<file path="src/verilog/qud_consts.vh">
// Constants for the quadrature up/down timer: offsets, fields, resets.
// Assumes inclusion by bare name from design files in the same folder.
`ifndef QUD_CONSTS_VH
`define QUD_CONSTS_VH
// Register byte offsets
`define OFS_MODE      8'h00
`define OFS_CTRL      8'h04
`define OFS_IOCTL     8'h08
`define OFS_IRQEN     8'h0c
`define OFS_STAT      8'h10
`define OFS_CNT       8'h14
`define OFS_CMPA      8'h18
`define OFS_CMPB      8'h1c
`define OFS_CCE       8'h20
`define OFS_GATE      8'h24
`define OFS_IRQF      8'h28
`define ADDR_W        8
// Mode register fields
`define MD_START      0
`define MD_PHASE      1
`define MD_PWM        2
`define MD_EVCAP      3
`define MD_DFA        4
`define MD_DFB        5
`define MD_DFCK_LO    6
`define MD_DFCK_HI    7
// Control register fields
`define CR_CLR_LO     5
`define CR_CLR_HI     6
`define CLR_NONE      2'h0
`define CLR_A         2'h1
`define CLR_B         2'h2
// IO control: [2:0] channel a, [6:4] channel b
`define IO_A_LO       0
`define IO_A_HI       2
`define IO_B_LO       4
`define IO_B_HI       6
`define IO_B2         6
`define IO_CAP_RISE   3'h4
`define IO_CAP_FALL   3'h5
`define IO_CAP_BOTH   3'h6
`define IO_OUT_LOW    3'h1
`define IO_OUT_HIGH   3'h2
`define IO_OUT_TGL    3'h3
// Status and enable bit positions
`define ST_MATCH_A    0
`define ST_MATCH_B    1
`define ST_UDF        2
`define ST_OVF        3
`define ST_W          4
// Reset values
`define RST_8         8'h00
`define RST_16        16'h0000
`define RST_CCE       8'hff
`define CNT_MAX       16'hffff
`define CNT_ONE       16'h0001
// AXI responses
`define RESP_OKAY     2'h0
`define RESP_SLVERR   2'h2
// Filter sampling: divider per clock select, taps
`define FLT_TAPS      3
`define DIV_W         5
`define DIV_1         5'h00
`define DIV_8         5'h07
`define DIV_32        5'h1f
`endif

</file>
<file path="src/verilog/phase_decoder.v">
// Phase decoder: edge and level classes of two phase inputs.
// Assumes inputs already synchronous to mclk; one count per cycle at most.
`include "qud_consts.vh"
module phase_decoder (
  input  wire       mclk,      // Timer clock
  input  wire       sys_rst,   // Async reset, high
  input  wire       clk_en,    // Freeze when low
  input  wire       pa,        // Phase input a
  input  wire       pb,        // Phase input b
  input  wire [7:0] cce,       // Count condition enables
  output wire       inc,       // Count up this cycle
  output wire       dec        // Count down this cycle
);
  reg pa_ff;                   // Previous a
  reg pb_ff;                   // Previous b
  wire a_r = pa & ~pa_ff;      // A rising
  wire a_f = ~pa & pa_ff;      // A falling
  wire b_r = pb & ~pb_ff;      // B rising
  wire b_f = ~pb & pb_ff;      // B falling
  wire [7:0] cond;             // Condition hits

  // Previous levels for edge detection
  always @(posedge mclk or posedge sys_rst) begin
    if (sys_rst) begin
      pa_ff <= 1'b0;
      pb_ff <= 1'b0;
    end else if (clk_en) begin
      pa_ff <= pa;
      pb_ff <= pb;
    end
  end

  // Quadrature classes; level taken from the other pin's old value
  assign cond[7] = b_r & ~pa_ff;
  assign cond[6] = a_r &  pb_ff;
  assign cond[5] = b_f &  pa_ff;
  assign cond[4] = a_f & ~pb_ff;
  assign cond[3] = a_f &  pb_ff;
  assign cond[2] = b_f & ~pa_ff;
  assign cond[1] = a_r & ~pb_ff;
  assign cond[0] = b_r &  pa_ff;

  // Cleared enable bit blocks its condition
  wire [7:0] hit = cond & cce;
  // Both directions at once cancel (only on illegal inputs)
  assign inc = (|hit[7:4]) & ~(|hit[3:0]);
  assign dec = (|hit[3:0]) & ~(|hit[7:4]);
endmodule // phase_decoder

</file>
<file path="src/verilog/quad_timer.v">
// Quadrature up/down timer with AXI4-Lite registers.
// Assumes inputs synchronous to mclk; pins resolved outside from enables.
// What this block does
// - Count up/down on phase input edges
// - Phase mode ignores count source and edge
// - Clear source, io, irq, compares stay active
// - Eight enable bits: upper add, lower subtract
// - Phase mode bit selects phase counting
// - Start bit runs counter; counter accessible running or stopped while gate on
// - Capture, match, overflow, underflow raise flags
// - Channel a may pwm; channel b not
// - Four sources merge into one request
// - Request set when flag and enable
// - Flags clear only by software zero write
// - Edge detect delay after output to input
// - Gate off: writes ignored except to gate, reads zero (cce reads its reset value)
// - Event link capture on channel b
// - Mode write beats internal counter reset
// - Capture irq even while stopped
// - Overflow wraps to zero, sets flag
`include "qud_consts.vh"
module quad_timer (
  input  wire        mclk,          // Timer clock, 40 MHz
  input  wire        sys_rst,       // Async reset, high
  input  wire        clk_en,        // Freeze all state when low
  input  wire        phase_input_a, // Phase input a
  input  wire        phase_input_b, // Phase input b
  input  wire        pin_a_in,      // Channel pin a level
  input  wire        pin_b_in,      // Channel pin b level
  input  wire        event_in,      // Event link pulse
  output reg         pin_a_out,     // Channel pin a drive
  output reg         pin_b_out,     // Channel pin b drive
  output wire        irq,           // Combined request level
  input  wire [7:0]  s_axi_awaddr,  // Write address
  input  wire        s_axi_awvalid, // Write address valid
  output wire        s_axi_awready, // Write address ready
  input  wire [31:0] s_axi_wdata,   // Write data
  input  wire [3:0]  s_axi_wstrb,   // Write strobes
  input  wire        s_axi_wvalid,  // Write data valid
  output wire        s_axi_wready,  // Write data ready
  output reg  [1:0]  s_axi_bresp,   // Write response
  output reg         s_axi_bvalid,  // Write response valid
  input  wire        s_axi_bready,  // Write response ready
  input  wire [7:0]  s_axi_araddr,  // Read address
  input  wire        s_axi_arvalid, // Read address valid
  output wire        s_axi_arready, // Read address ready
  output reg  [31:0] s_axi_rdata,   // Read data
  output reg  [1:0]  s_axi_rresp,   // Read response
  output reg         s_axi_rvalid,  // Read data valid
  input  wire        s_axi_rready   // Read data ready
);
  // Registers
  reg  [7:0]  mode_reg_ff;          // Start, phase, pwm, event, filter
  reg  [7:0]  ctrl_ff;              // Timer control, clear source
  reg  [7:0]  ioctl_ff;             // Channel io control
  reg  [3:0]  irqen_ff;             // Interrupt enables
  reg  [3:0]  stat_ff;              // Status flags
  reg  [15:0] cnt_ff;               // Up/down counter
  reg  [15:0] cmpa_ff;              // Compare/capture a
  reg  [15:0] cmpb_ff;              // Compare/capture b
  reg  [7:0]  cce_ff;               // Count condition enables
  reg         gate_ff;              // Peripheral clock gate
  reg         irqf_ff;              // Combined request flag
  // Bus state
  reg         aw_ff;                // Write address held
  reg         w_ff;                 // Write data held
  reg  [7:0]  awaddr_ff;            // Latched write address
  reg  [31:0] wdata_ff;             // Latched write data
  reg  [3:0]  wstrb_ff;             // Latched strobes
  // Pin edge detection and filter
  reg  [2:0]  flt_a_ff;             // Filter taps a
  reg  [2:0]  flt_b_ff;             // Filter taps b
  reg         pa_lvl_ff;            // Filtered level a
  reg         pb_lvl_ff;            // Filtered level b
  reg         pa_old_ff;            // Previous level a
  reg         pb_old_ff;            // Previous level b
  reg  [4:0]  div_ff;               // Filter sample divider

  wire running  = mode_reg_ff[`MD_START];
  wire phase_md = mode_reg_ff[`MD_PHASE];
  wire pwm_md   = mode_reg_ff[`MD_PWM];
  wire [2:0] io_a = ioctl_ff[`IO_A_HI:`IO_A_LO];
  wire [2:0] io_b = ioctl_ff[`IO_B_HI:`IO_B_LO];
  wire [1:0] clr_sel = ctrl_ff[`CR_CLR_HI:`CR_CLR_LO];

  // Write handshake: take address and data in any order
  assign s_axi_awready = ~aw_ff & ~s_axi_bvalid;
  assign s_axi_wready  = ~w_ff & ~s_axi_bvalid;
  assign s_axi_arready = ~s_axi_rvalid;
  wire wr_go = aw_ff & w_ff & ~s_axi_bvalid;
  wire [7:0] wa = awaddr_ff;
  wire wr_mapped = (wa == `OFS_MODE) | (wa == `OFS_CTRL) |
                   (wa == `OFS_IOCTL) | (wa == `OFS_IRQEN) |
                   (wa == `OFS_STAT) | (wa == `OFS_CNT) |
                   (wa == `OFS_CMPA) | (wa == `OFS_CMPB) |
                   (wa == `OFS_CCE) | (wa == `OFS_GATE) |
                   (wa == `OFS_IRQF);
  // Gate off blocks every timer write but the gate itself
  wire wr_ok = wr_go & (gate_ff | (wa == `OFS_GATE));
  wire wr_lo = wstrb_ff[0];
  wire wr_hi = wstrb_ff[1];
  wire we_mode  = wr_ok & wr_lo & (wa == `OFS_MODE);
  wire we_ctrl  = wr_ok & wr_lo & (wa == `OFS_CTRL);
  wire we_ioctl = wr_ok & wr_lo & (wa == `OFS_IOCTL);
  wire we_irqen = wr_ok & wr_lo & (wa == `OFS_IRQEN);
  wire we_stat  = wr_ok & wr_lo & (wa == `OFS_STAT);
  wire we_cce   = wr_ok & wr_lo & (wa == `OFS_CCE);
  wire we_gate  = wr_ok & wr_lo & (wa == `OFS_GATE);
  wire we_irqf  = wr_ok & wr_lo & (wa == `OFS_IRQF);
  wire hit_cnt  = wr_ok & (wa == `OFS_CNT);
  wire hit_cmpa = wr_ok & (wa == `OFS_CMPA);
  wire hit_cmpb = wr_ok & (wa == `OFS_CMPB);

  // Bus write side and response
  always @(posedge mclk or posedge sys_rst) begin
    if (sys_rst) begin
      aw_ff        <= 1'b0;
      w_ff         <= 1'b0;
      awaddr_ff    <= `RST_8;
      wdata_ff     <= 32'h0000_0000;
      wstrb_ff     <= 4'h0;
      s_axi_bvalid <= 1'b0;
      s_axi_bresp  <= `RESP_OKAY;
    end else if (clk_en) begin
      if (s_axi_awvalid & s_axi_awready) begin
        aw_ff     <= 1'b1;
        awaddr_ff <= s_axi_awaddr;
      end
      if (s_axi_wvalid & s_axi_wready) begin
        w_ff     <= 1'b1;
        wdata_ff <= s_axi_wdata;
        wstrb_ff <= s_axi_wstrb;
      end
      if (wr_go) begin
        aw_ff        <= 1'b0;
        w_ff         <= 1'b0;
        s_axi_bvalid <= 1'b1;
        s_axi_bresp  <= wr_mapped ? `RESP_OKAY : `RESP_SLVERR;
      end else if (s_axi_bvalid & s_axi_bready) begin
        s_axi_bvalid <= 1'b0;
      end
    end
  end

  // Read mux; gate off reads zero, except cce (reset value) and gate
  reg [31:0] rd_val;
  reg        rd_map;
  always @* begin
    rd_val = 32'h0000_0000;
    rd_map = 1'b1;
    case (s_axi_araddr)
      `OFS_MODE:  rd_val[7:0]  = mode_reg_ff;
      `OFS_CTRL:  rd_val[7:0]  = ctrl_ff;
      `OFS_IOCTL: rd_val[7:0]  = ioctl_ff;
      `OFS_IRQEN: rd_val[3:0]  = irqen_ff;
      `OFS_STAT:  rd_val[3:0]  = stat_ff;
      `OFS_CNT:   rd_val[15:0] = cnt_ff;
      `OFS_CMPA:  rd_val[15:0] = cmpa_ff;
      `OFS_CMPB:  rd_val[15:0] = cmpb_ff;
      `OFS_CCE:   rd_val[7:0]  = cce_ff;
      `OFS_GATE:  rd_val[0]    = gate_ff;
      `OFS_IRQF:  rd_val[0]    = irqf_ff;
      default:    rd_map       = 1'b0;        // Unmapped
    endcase
  end

  // Read channel: one cycle latency
  always @(posedge mclk or posedge sys_rst) begin
    if (sys_rst) begin
      s_axi_rvalid <= 1'b0;
      s_axi_rdata  <= 32'h0000_0000;
      s_axi_rresp  <= `RESP_OKAY;
    end else if (clk_en) begin
      if (s_axi_arvalid & s_axi_arready) begin
        s_axi_rvalid <= 1'b1;
        s_axi_rresp  <= rd_map ? `RESP_OKAY : `RESP_SLVERR;
        if (gate_ff | (s_axi_araddr == `OFS_GATE))
          s_axi_rdata <= rd_val;
        else if (s_axi_araddr == `OFS_CCE)
          s_axi_rdata <= {24'h000000, `RST_CCE};
        else
          s_axi_rdata <= 32'h0000_0000;
      end else if (s_axi_rvalid & s_axi_rready) begin
        s_axi_rvalid <= 1'b0;
      end
    end
  end

  // Phase decode; count source and edge select not consulted here
  wire q_inc;
  wire q_dec;
  phase_decoder u_dec (
    .mclk    (mclk),
    .sys_rst (sys_rst),
    .clk_en  (clk_en),
    .pa      (phase_input_a),
    .pb      (phase_input_b),
    .cce     (cce_ff),
    .inc     (q_inc),
    .dec     (q_dec)
  );
  // Phase mode alone drives counting; no internal source modelled
  wire cnt_up = running & phase_md & gate_ff & q_inc;
  wire cnt_dn = running & phase_md & gate_ff & q_dec;

  // Filter sample strobe from clock select; three equal taps pass
  reg [4:0] div_top;
  always @* begin
    case (mode_reg_ff[`MD_DFCK_HI:`MD_DFCK_LO])
      2'h0:    div_top = `DIV_1;
      2'h1:    div_top = `DIV_8;
      2'h2:    div_top = `DIV_32;
      default: div_top = `DIV_1;
    endcase
  end
  wire smp = (div_ff >= div_top);

  // Capture pin levels; filter settles after three equal samples
  always @(posedge mclk or posedge sys_rst) begin
    if (sys_rst) begin
      div_ff    <= 5'h00;
      flt_a_ff  <= 3'h0;
      flt_b_ff  <= 3'h0;
      pa_lvl_ff <= 1'b0;
      pb_lvl_ff <= 1'b0;
      pa_old_ff <= 1'b0;
      pb_old_ff <= 1'b0;
    end else if (clk_en) begin
      div_ff <= smp ? 5'h00 : div_ff + 5'h01;
      if (smp) begin
        flt_a_ff <= {flt_a_ff[1:0], pin_a_in};
        flt_b_ff <= {flt_b_ff[1:0], pin_b_in};
      end
      if (!mode_reg_ff[`MD_DFA])
        pa_lvl_ff <= pin_a_in;
      else if (flt_a_ff == 3'h7 || flt_a_ff == 3'h0)
        pa_lvl_ff <= flt_a_ff[0];
      if (!mode_reg_ff[`MD_DFB])
        pb_lvl_ff <= pin_b_in;
      else if (flt_b_ff == 3'h7 || flt_b_ff == 3'h0)
        pb_lvl_ff <= flt_b_ff[0];
      pa_old_ff <= pa_lvl_ff;
      pb_old_ff <= pb_lvl_ff;
    end
  end

  // Capture edge select per channel
  function edge_ok;
    input [2:0] sel;
    input       now;
    input       old;
    begin
      case (sel)
        `IO_CAP_RISE: edge_ok = now & ~old;
        `IO_CAP_FALL: edge_ok = ~now & old;
        `IO_CAP_BOTH: edge_ok = now ^ old;
        default:      edge_ok = 1'b0;
      endcase
    end
  endfunction
  // Captures ignore the start bit
  wire cap_a = ~pwm_md & edge_ok(io_a, pa_lvl_ff, pa_old_ff);
  // Event link needs rising capture on b, not in pwm
  wire ev_cap = mode_reg_ff[`MD_EVCAP] & (io_b == `IO_CAP_RISE) &
                ~pwm_md & event_in;
  wire cap_b = edge_ok(io_b, pb_lvl_ff, pb_old_ff) | ev_cap;
  wire a_is_cap = io_a[`IO_A_HI] & ~pwm_md;
  wire b_is_cap = io_b[2];

  // Compare matches are live in phase mode too
  wire m_a = running & ~a_is_cap & (cnt_ff == cmpa_ff);
  wire m_b = running & ~b_is_cap & (cnt_ff == cmpb_ff);
  wire clr_hit = ((clr_sel == `CLR_A) & (m_a | cap_a)) |
                 ((clr_sel == `CLR_B) & (m_b | cap_b));
  wire ovf = (cnt_up & (cnt_ff == `CNT_MAX)) |
             (clr_hit & (cnt_ff == `CNT_MAX));
  wire underflow_flag = cnt_dn & (cnt_ff == `RST_16);

  // Counter, captures and compares
  always @(posedge mclk or posedge sys_rst) begin
    if (sys_rst) begin
      cnt_ff  <= `RST_16;
      cmpa_ff <= `CNT_MAX;
      cmpb_ff <= `CNT_MAX;
    end else if (clk_en) begin
      if (hit_cnt) begin
        if (wr_lo) cnt_ff[7:0]  <= wdata_ff[7:0];
        if (wr_hi) cnt_ff[15:8] <= wdata_ff[15:8];
      end else if (clr_hit & ~we_mode)
        cnt_ff <= `RST_16;
      else if (cnt_up)
        cnt_ff <= cnt_ff + `CNT_ONE;
      else if (cnt_dn)
        cnt_ff <= cnt_ff - `CNT_ONE;
      if (hit_cmpa) begin
        if (wr_lo) cmpa_ff[7:0]  <= wdata_ff[7:0];
        if (wr_hi) cmpa_ff[15:8] <= wdata_ff[15:8];
      end else if (a_is_cap & cap_a)
        cmpa_ff <= cnt_ff;
      if (hit_cmpb) begin
        if (wr_lo) cmpb_ff[7:0]  <= wdata_ff[7:0];
        if (wr_hi) cmpb_ff[15:8] <= wdata_ff[15:8];
      end else if (b_is_cap & cap_b)
        cmpb_ff <= cnt_ff;
    end
  end

  // Status events; set wins over software zero write
  wire [3:0] ev;
  assign ev[`ST_MATCH_A] = m_a | (a_is_cap & cap_a);
  assign ev[`ST_MATCH_B] = m_b | (b_is_cap & cap_b);
  assign ev[`ST_UDF]     = underflow_flag;
  assign ev[`ST_OVF]     = ovf;
  wire [3:0] keep = we_stat ? (stat_ff & wdata_ff[3:0]) : stat_ff;
  wire [3:0] nxt_stat = keep | ev;
  wire any_src = |(nxt_stat & irqen_ff);

  // Settings, flags, combined request
  always @(posedge mclk or posedge sys_rst) begin
    if (sys_rst) begin
      mode_reg_ff <= `RST_8;
      ctrl_ff     <= `RST_8;
      ioctl_ff    <= `RST_8;
      irqen_ff    <= 4'h0;
      stat_ff     <= 4'h0;
      cce_ff      <= `RST_CCE;
      gate_ff     <= 1'b0;
      irqf_ff     <= 1'b0;
    end else if (clk_en) begin
      if (we_mode)  mode_reg_ff <= wdata_ff[7:0];
      if (we_ctrl)  ctrl_ff     <= wdata_ff[7:0];
      if (we_ioctl) ioctl_ff    <= wdata_ff[7:0];
      if (we_irqen) irqen_ff    <= wdata_ff[3:0];
      if (we_cce)   cce_ff      <= wdata_ff[7:0];
      if (we_gate)  gate_ff     <= wdata_ff[0];
      stat_ff <= nxt_stat;
      // Request follows rising of the masked or; software clears it
      if (any_src & ~(|(stat_ff & irqen_ff)))
        irqf_ff <= 1'b1;
      else if (we_irqf & ~wdata_ff[0])
        irqf_ff <= 1'b0;
    end
  end
  assign irq = irqf_ff;

  // Compare outputs; channel a may carry pwm, channel b never
  always @(posedge mclk or posedge sys_rst) begin
    if (sys_rst) begin
      pin_a_out <= 1'b0;
      pin_b_out <= 1'b0;
    end else if (clk_en) begin
      if (pwm_md) begin
        if (!running)
          pin_a_out <= (clr_sel != `CLR_B);
        else if (m_a & ~m_b)
          pin_a_out <= 1'b1;
        else if (m_b & ~m_a)
          pin_a_out <= 1'b0;
      end else if (we_ioctl) begin
        pin_a_out <= (wdata_ff[`IO_A_HI:`IO_A_LO] == `IO_OUT_HIGH);
      end else if (m_a) begin
        case (io_a)
          `IO_OUT_LOW:  pin_a_out <= 1'b0;
          `IO_OUT_HIGH: pin_a_out <= 1'b1;
          `IO_OUT_TGL:  pin_a_out <= ~pin_a_out;
          default:      pin_a_out <= pin_a_out;
        endcase
      end
      if (we_ioctl)
        pin_b_out <= (wdata_ff[`IO_B_HI:`IO_B_LO] == `IO_OUT_HIGH);
      else if (m_b) begin
        case (io_b)
          `IO_OUT_LOW:  pin_b_out <= 1'b0;
          `IO_OUT_HIGH: pin_b_out <= 1'b1;
          `IO_OUT_TGL:  pin_b_out <= ~pin_b_out;
          default:      pin_b_out <= pin_b_out;
        endcase
      end
    end
  end
endmodule // quad_timer

</file>
<file path="config.mk">
export PLATFORM = sky130hd
export DESIGN_NAME = quad_timer
export DESIGN_NICKNAME = d
export VERILOG_FILES = /design/src/verilog/phase_decoder.v /design/src/verilog/quad_timer.v
export VERILOG_INCLUDE_DIRS = /design/src /design/src/verilog
export SDC_FILE = /design/constraint.sdc
export NUM_CORES = 1
export LEC_CHECK = 0
export BUFFER_PORTS_ARGS = -buffer_cell sky130_fd_sc_hd__buf_2
export CAP_MARGIN = 20
export CORE_MARGIN = 2
export CORE_UTILIZATION = 40
export CTS_CLUSTER_SIZE = 20
export DETAILED_ROUTE_END_ITERATION = 8
export PLACE_DENSITY = 0.59
export SLEW_MARGIN = 30
export SYNTH_ARGS = -nofsm -noshare
export SYNTH_HDL_FRONTEND = slang
export SYNTH_HIERARCHICAL = 1
export SYNTH_SLANG_ARGS = --single-unit
</file>
<file path="constraint.sdc">
create_clock -name mclk -period 9.81 [get_ports mclk]
set_input_delay 0.981 -clock mclk [delete_from_list [all_inputs] [get_ports mclk]]
set_output_delay 0.981 -clock mclk [all_outputs]
set_load 0.03 [all_outputs]
</file>
Yosys cells after proc, flatten, opt, wreduce, memory -nomap -nowiden:

Index checks and enable logic that the tools add are counted.

* bits of input ports: 65
* logic and storage cells: 305
* output and inout bits: 44
* register bits after elaboration: 175

* multiplexer cells: 48
* $add $sub $neg: 3
* bitwise gates (word level): 115
* reduce and logical (&&, ||, !) cells: 50
* magnitude comparators: 1
* equality and inequality tests: 53

Operator list (number)
* $mux 16: 9
* $and 1x1->1: 65
* $eq 8x5->1 const B: 8
* $eq 8x6->1 const B: 6
* $reduce_and 2->1: 18
* $eq 16x16->1: 2
* $eq 8x4->1 const B: 4
* $pmux 4 s7: 1
* $pmux 3 s9: 1
* $eq 3x3->1 const B: 8
* $mux 8: 3
* $not 1->1: 24
* $pmux 8 s3: 1
* $mux 1: 23
* $reduce_and 3->1: 7
* $or 1x1->1: 19
* $eq 3x2->1 const B: 6
* $add 16x1->16 const B: 1
* $eq 16x16->1 const B: 1
* $eq 8x3->1 const B: 2
* $logic_not 16->1: 1
* $logic_not 8->1: 2
* $reduce_bool 2->1: 8
* $reduce_or 4->1: 4
* other kinds (26): 46

Longest topological paths before layout:

* depth in word-level cells: 16
* depth in mapped cells: 15
* depth with buffers taken out: 15

By module:

The synthesis kept the hierarchy.

Modules (own cells, without submodules)
* quad_timer: area each 9281.4 µm², times used 1, cells each 928, sequential area each 3928.8 µm²
* phase_decoder: area each 173.9 µm², times used 1, cells each 17, sequential area each 50.0 µm²

Worst setup path after synthesis:

OpenSTA, ideal clock, no wires.

* kind: input to register
* start: input port phase_input_a
* end: register cnt_ff[14]
* data required time: 9686 ps
* buffers on the path: 0
* cell stages on the path: 15
* slack: 5822 ps
* arrival time: 3863 ps
* library setup time: 124 ps
* cell sequence: nand2b_1 -> mux4_2 -> nor2b_1 -> nand2_1 -> inv_1 -> fa_1 -> nand2b_1 -> a21oi_1 -> o2111ai_1 -> a31oi_1 -> a211o_1 -> a21oi_1 -> xnor2_1 -> a22oi_1 -> a21oi_1

* word-level cells in the longest chain between the ends: 11
* elaborated cells on any way between the ends: 21
* classes of those cells: mux: 3; bitwise: 14; reduce/logical: 4

RTL lines
* start: declaration: line quad_timer.v:26 `input wire phase_input_a,`
* $not 1->1: line phase_decoder.v:17 `wire a_f = ~pa & pa_ff;`
* $and 1x1->1: line phase_decoder.v:17
* $and 1x1->1: line phase_decoder.v:38 `assign cond[3] = a_f & pb_ff;`
* $and 8x8->8 *: line phase_decoder.v:44 `wire [7:0] hit = cond & cce;`
* $reduce_or 4->1: line phase_decoder.v:46 `assign inc = (|hit[7:4]) & ~(|hit[3:0]);`
* $not 1->1: line phase_decoder.v:46
* $and 1x1->1 *: line phase_decoder.v:46
* named net q_inc: line quad_timer.v:190 `wire q_inc;`
* $and 1x1->1 *: line quad_timer.v:203 `wire cnt_up = running & phase_md & gate_ff & q_inc;`
* $mux 16: line quad_timer.v:291 `else if (cnt_up)`
* $mux 16: line quad_timer.v:289 `end else if (clr_hit & ~we_mode)`
* $mux 16: line quad_timer.v:286 `if (hit_cnt) begin`
* end signal: assignment: line quad_timer.v:288 `if (wr_hi) cnt_ff[15:8] <= wdata_ff[15:8];`
* end signal: assignment: line quad_timer.v:290 `` cnt_ff <= `RST_16; ``
* end signal: assignment: line quad_timer.v:292 `` cnt_ff <= cnt_ff + `CNT_ONE; ``
* end: declaration: line quad_timer.v:58 `reg [15:0] cnt_ff;`

The timed path passes the listed nets; every way through them passes the cells marked *.
A chain may end at the register's enable or synchronous reset.

Worst setup path in the final report:

* start: input port phase_input_b
* end: register cnt_ff[15]

* word-level cells in the longest chain between the ends: 11
* elaborated cells on any way between the ends: 21
* classes of those cells: mux: 3; bitwise: 14; reduce/logical: 4

RTL lines
* start: declaration: line quad_timer.v:27 `input wire phase_input_b,`
* $not 1->1: line phase_decoder.v:19 `wire b_f = ~pb & pb_ff;`
* $and 1x1->1: line phase_decoder.v:19
* $and 1x1->1: line phase_decoder.v:39 `assign cond[2] = b_f & ~pa_ff;`
* $and 8x8->8 *: line phase_decoder.v:44
* $reduce_or 4->1: line phase_decoder.v:46
* $not 1->1: line phase_decoder.v:46
* $and 1x1->1 *: line phase_decoder.v:46
* named net q_inc: line quad_timer.v:190
* $and 1x1->1 *: line quad_timer.v:203
* $mux 16: line quad_timer.v:291
* $mux 16: line quad_timer.v:289
* $mux 16: line quad_timer.v:286

Marked as above.

==> results by group <==
Status
  • Outcome: completed

Logic synthesis
  • Avg Cell Area, Syn: 10.0 sq um
  • Yosys reg bits: ~160
  • Top cell type's share of synthesized area: 31.0%
  • Sequential-to-total area share from yosys stat: around 42%
  • Synthesized instance count: between 900 and 1,000
  • Post-Syn Area: between 0.009 and 0.01 sq mm
  • Count of different cell masters after synthesis: 76
  • Synthesis warning total: 6
  • Top cells by area, synth: dfrtp_1 31%, dfstp_2 11%, mux2_2 9.6%
  • Async S/R FF share, synth: 100%
  • Post-synth EDFFs: 0
  • Ys flop type: dfrtp_1
  • Cell taking the most area after synthesis: dfrtp_1
  • Top cells by count, synth: 117 x dfrtp_1, 92 x nand2_1, 81 x mux2_2
  • Count leader, synth: dfrtp_1

Clock network
  • Clock Sinks: roughly 160
  • Clk pin slew, worst setup/hold paths: about 0.07 ns
  • CTS H-tree depth: 4
  • Cts hold-fix bufs: 0
  • Skew-Pair Late Insertion Delay: 0.43 ns
  • Root buffer cell: clkbuf_16
  • CTS Buf Count: 17
  • Clock tree from TritonCTS: yes
  • Post-cts resize count: 0
  • Setup Buffers After CTS: 0
  • Worst-case clock buffer depth: 2

Critical path
  • Slowest cell on the critical path: nand2_1
  • R2R depth: 13
  • WP data arrival: around 4.8 ns
  • Crit path largest cell delay: around 0.55 ns
  • CP Class: in2reg
  • Crit-path cells: buf_2, nand2b_1, mux4_2, nor2b_1, nand2_1, ha_1, a211oi_2, o21bai_2, o31ai_1, a21o_1, a31oi_1, mux2i_1, o41ai_1, a22o_1
  • WP data required: 10.17 ns
  • CP max FO: 19
  • Crit. End Element: flip-flop
  • CP startpoint kind: input port

Job
  • Max-cap violations: 0

Global route
  • First-pass GRT wire length: a little under 40,000 um
  • Initial antenna violation count: 0
  • GRT Total Usage: roughly a fifth
  • Largest net degree at the start of global routing: 86
  • GRT Residual Overflow: 0
  • Vias in the first global route: about 6,800

Placed design
  • GPL Wtd Cong: a little under 0.9
  • Placed insts: 1,290
  • PortBufs: around 70
  • HPWL Detailed: 17,300 um

Detailed routing
  • Drt drc: 0
  • Initial DRC count: about 520
  • Via Count: 7,232
  • DRT Pass-1 Iters: 5
  • Routed len/inst: ~18 um
  • Final WL: around 24,000 um
  • Via density: about 5.5
  • Antenna Nets Post-Route: 0

STA
  • # setup viols final: 0
  • Final Max Tran Viols: 0
  • Min Hold Slack: between 0.4 and 0.5 ns
  • Final TNS setup: 0 ns
  • Relative slew slack: 40.6%
  • Tcrit/Tclk final: 45.5%
  • RSZ-0062 raised after global routing: no
  • F_max: between 200 and 250 MHz
  • Final Hold Vio Count: 0
  • Fin crit period: between 4 and 5 ns
  • Actual slew at the worst max-slew pin: a little under 0.9 ns
  • Worst Skew: roughly 0.013 ns

Die
  • Die extent in y: 158 um
  • Core area: approximately 0.023 sq mm
  • Ports: approximately 110
  • Die area: between 0.02 and 0.025 sq mm
  • # rows: 56
  • Initial Util: roughly 41%
  • Die width: 158 um

Pwr
  • Pwr dens: around 180 mW/mm^2
  • Overall Power: around 1.9 mW
  • Pleak: ~4.4 nW
  • Peak supply drop: roughly 0.13 mV

Layout
  • NumNets Final: ~1,100
  • Synth-to-layout area growth: 11.3%
  • Number of inserted diodes: 0
  • Layout cell share with drive strength beyond 1: between 20% and 30%
  • Non-Filler Instances: 1,322

Hold path
  • Hold crit path type: in2async
routing by layer:
metal  vias to the layer above  GRT usage (%)  part of all wire, %
met2                       212           31.2                   45
met1                      3546           29.8                   48
met3                        23           3.42                  5.0
met4                         0           4.59                  1.1
met5                         -              0                    0
li1                       3451              -                    -
flip-flops by register name, indices dropped and copies added (netlist names), 2 cells and up:
name and count:
awaddr_ff 8, cce_ff 8, cmpa_ff 16, cmpb_ff 16, cnt_ff 16, ctrl_ff 8
div_ff 5, flt_a_ff 3, flt_b_ff 3, ioctl_ff 8, irqen_ff 4, mode_reg_ff 8
s_axi_rdata 16, stat_ff 4, wdata_ff 16, wstrb_ff 2
path summary, 6_finish.rpt:
path	from	to	slack, ns
hold / removal	sys_rst	u_dec/pa_ff	0.43
min in group mclk	s_axi_rdata[3]	s_axi_rdata[3]	0.47
setup reg to reg	cce_ff[4]	cnt_ff[15]	5.54
hold reg to reg	s_axi_rdata[3]	s_axi_rdata[3]	0.47
setup / recovery	phase_input_b	cnt_ff[15]	5.34
max in group asynchronous	sys_rst	wdata_ff[13]	7.95
layout by cell type (no fill, tap or decap), types with 18 or more instances in the layout:
cell type and instances:
inv_1 23, ha_1 26, nor2_1 74, dfstp_2 40
a21oi_1 49, a22oi_1 25, nand3_1 19, conb_1 18
xnor2_1 31, o21ai_0 55, nand2_1 92, mux2_2 81
mux2i_1 43, buf_2 72, dfrtp_1 117
metrics by stage:
stage | utilization, % | area (sq um) | worst slack, ns
2_1_floorplan | - | 9520 | 4.72
3_3_place_gp | 42.6 | 9940 | 4.96
3_5_place_dp | 42.6 | 9940 | 4.92
4_1_cts | 45.1 | 10500 | 5.36
5_1_grt | 45.1 | 10500 | 5.02
6_report | 45.1 | 10500 | 5.34
final cells by class:
cell class                      instances  area (sq um)
Timing Repair Buffer                   77           402
Fill cell                            2266         12800
Sequential cell                       157          3980
Clock buffer                           18           429
Multi-Input combinational cell        711          5070
Inverter                               26           103
Tap cell                              319           399
Clock inverter                         14           146
critical path: cells and delay by family:
family	cells	cell delay, ns
AO/OA/AOI/OAI	7	1.53
buffers and inverters	1	0.12
multiplexers	2	0.63
adder cells (fa/ha/maj)	1	0.52
AND/OR/NAND/NOR	3	1.02
kinds of logic (layout without fill, tap and decap cells):
group,after synthesis,in the layout,share of synthesized area [%]
compound gates,215,215,14.8
xor+xnor,41,41,3.80
fa+ha+maj,27,27,3.65
buf+inv,94,135,5.11
flops,157,157,42.1
mux,135,135,16.5
other cells,1,18,0.0397
simple gates,275,275,14.0
power breakdown:
| group | leakage [nW] | switching (mW) | internal, mW |
|---|---|---|---|
| registers | 1.91 | 0.181 | 0.744 |
| logic | 2.20 | 0.161 | 0.141 |
| clock network | 0.277 | 0.296 | 0.359 |
Note: power is estimated with default switching activity, not from simulation.
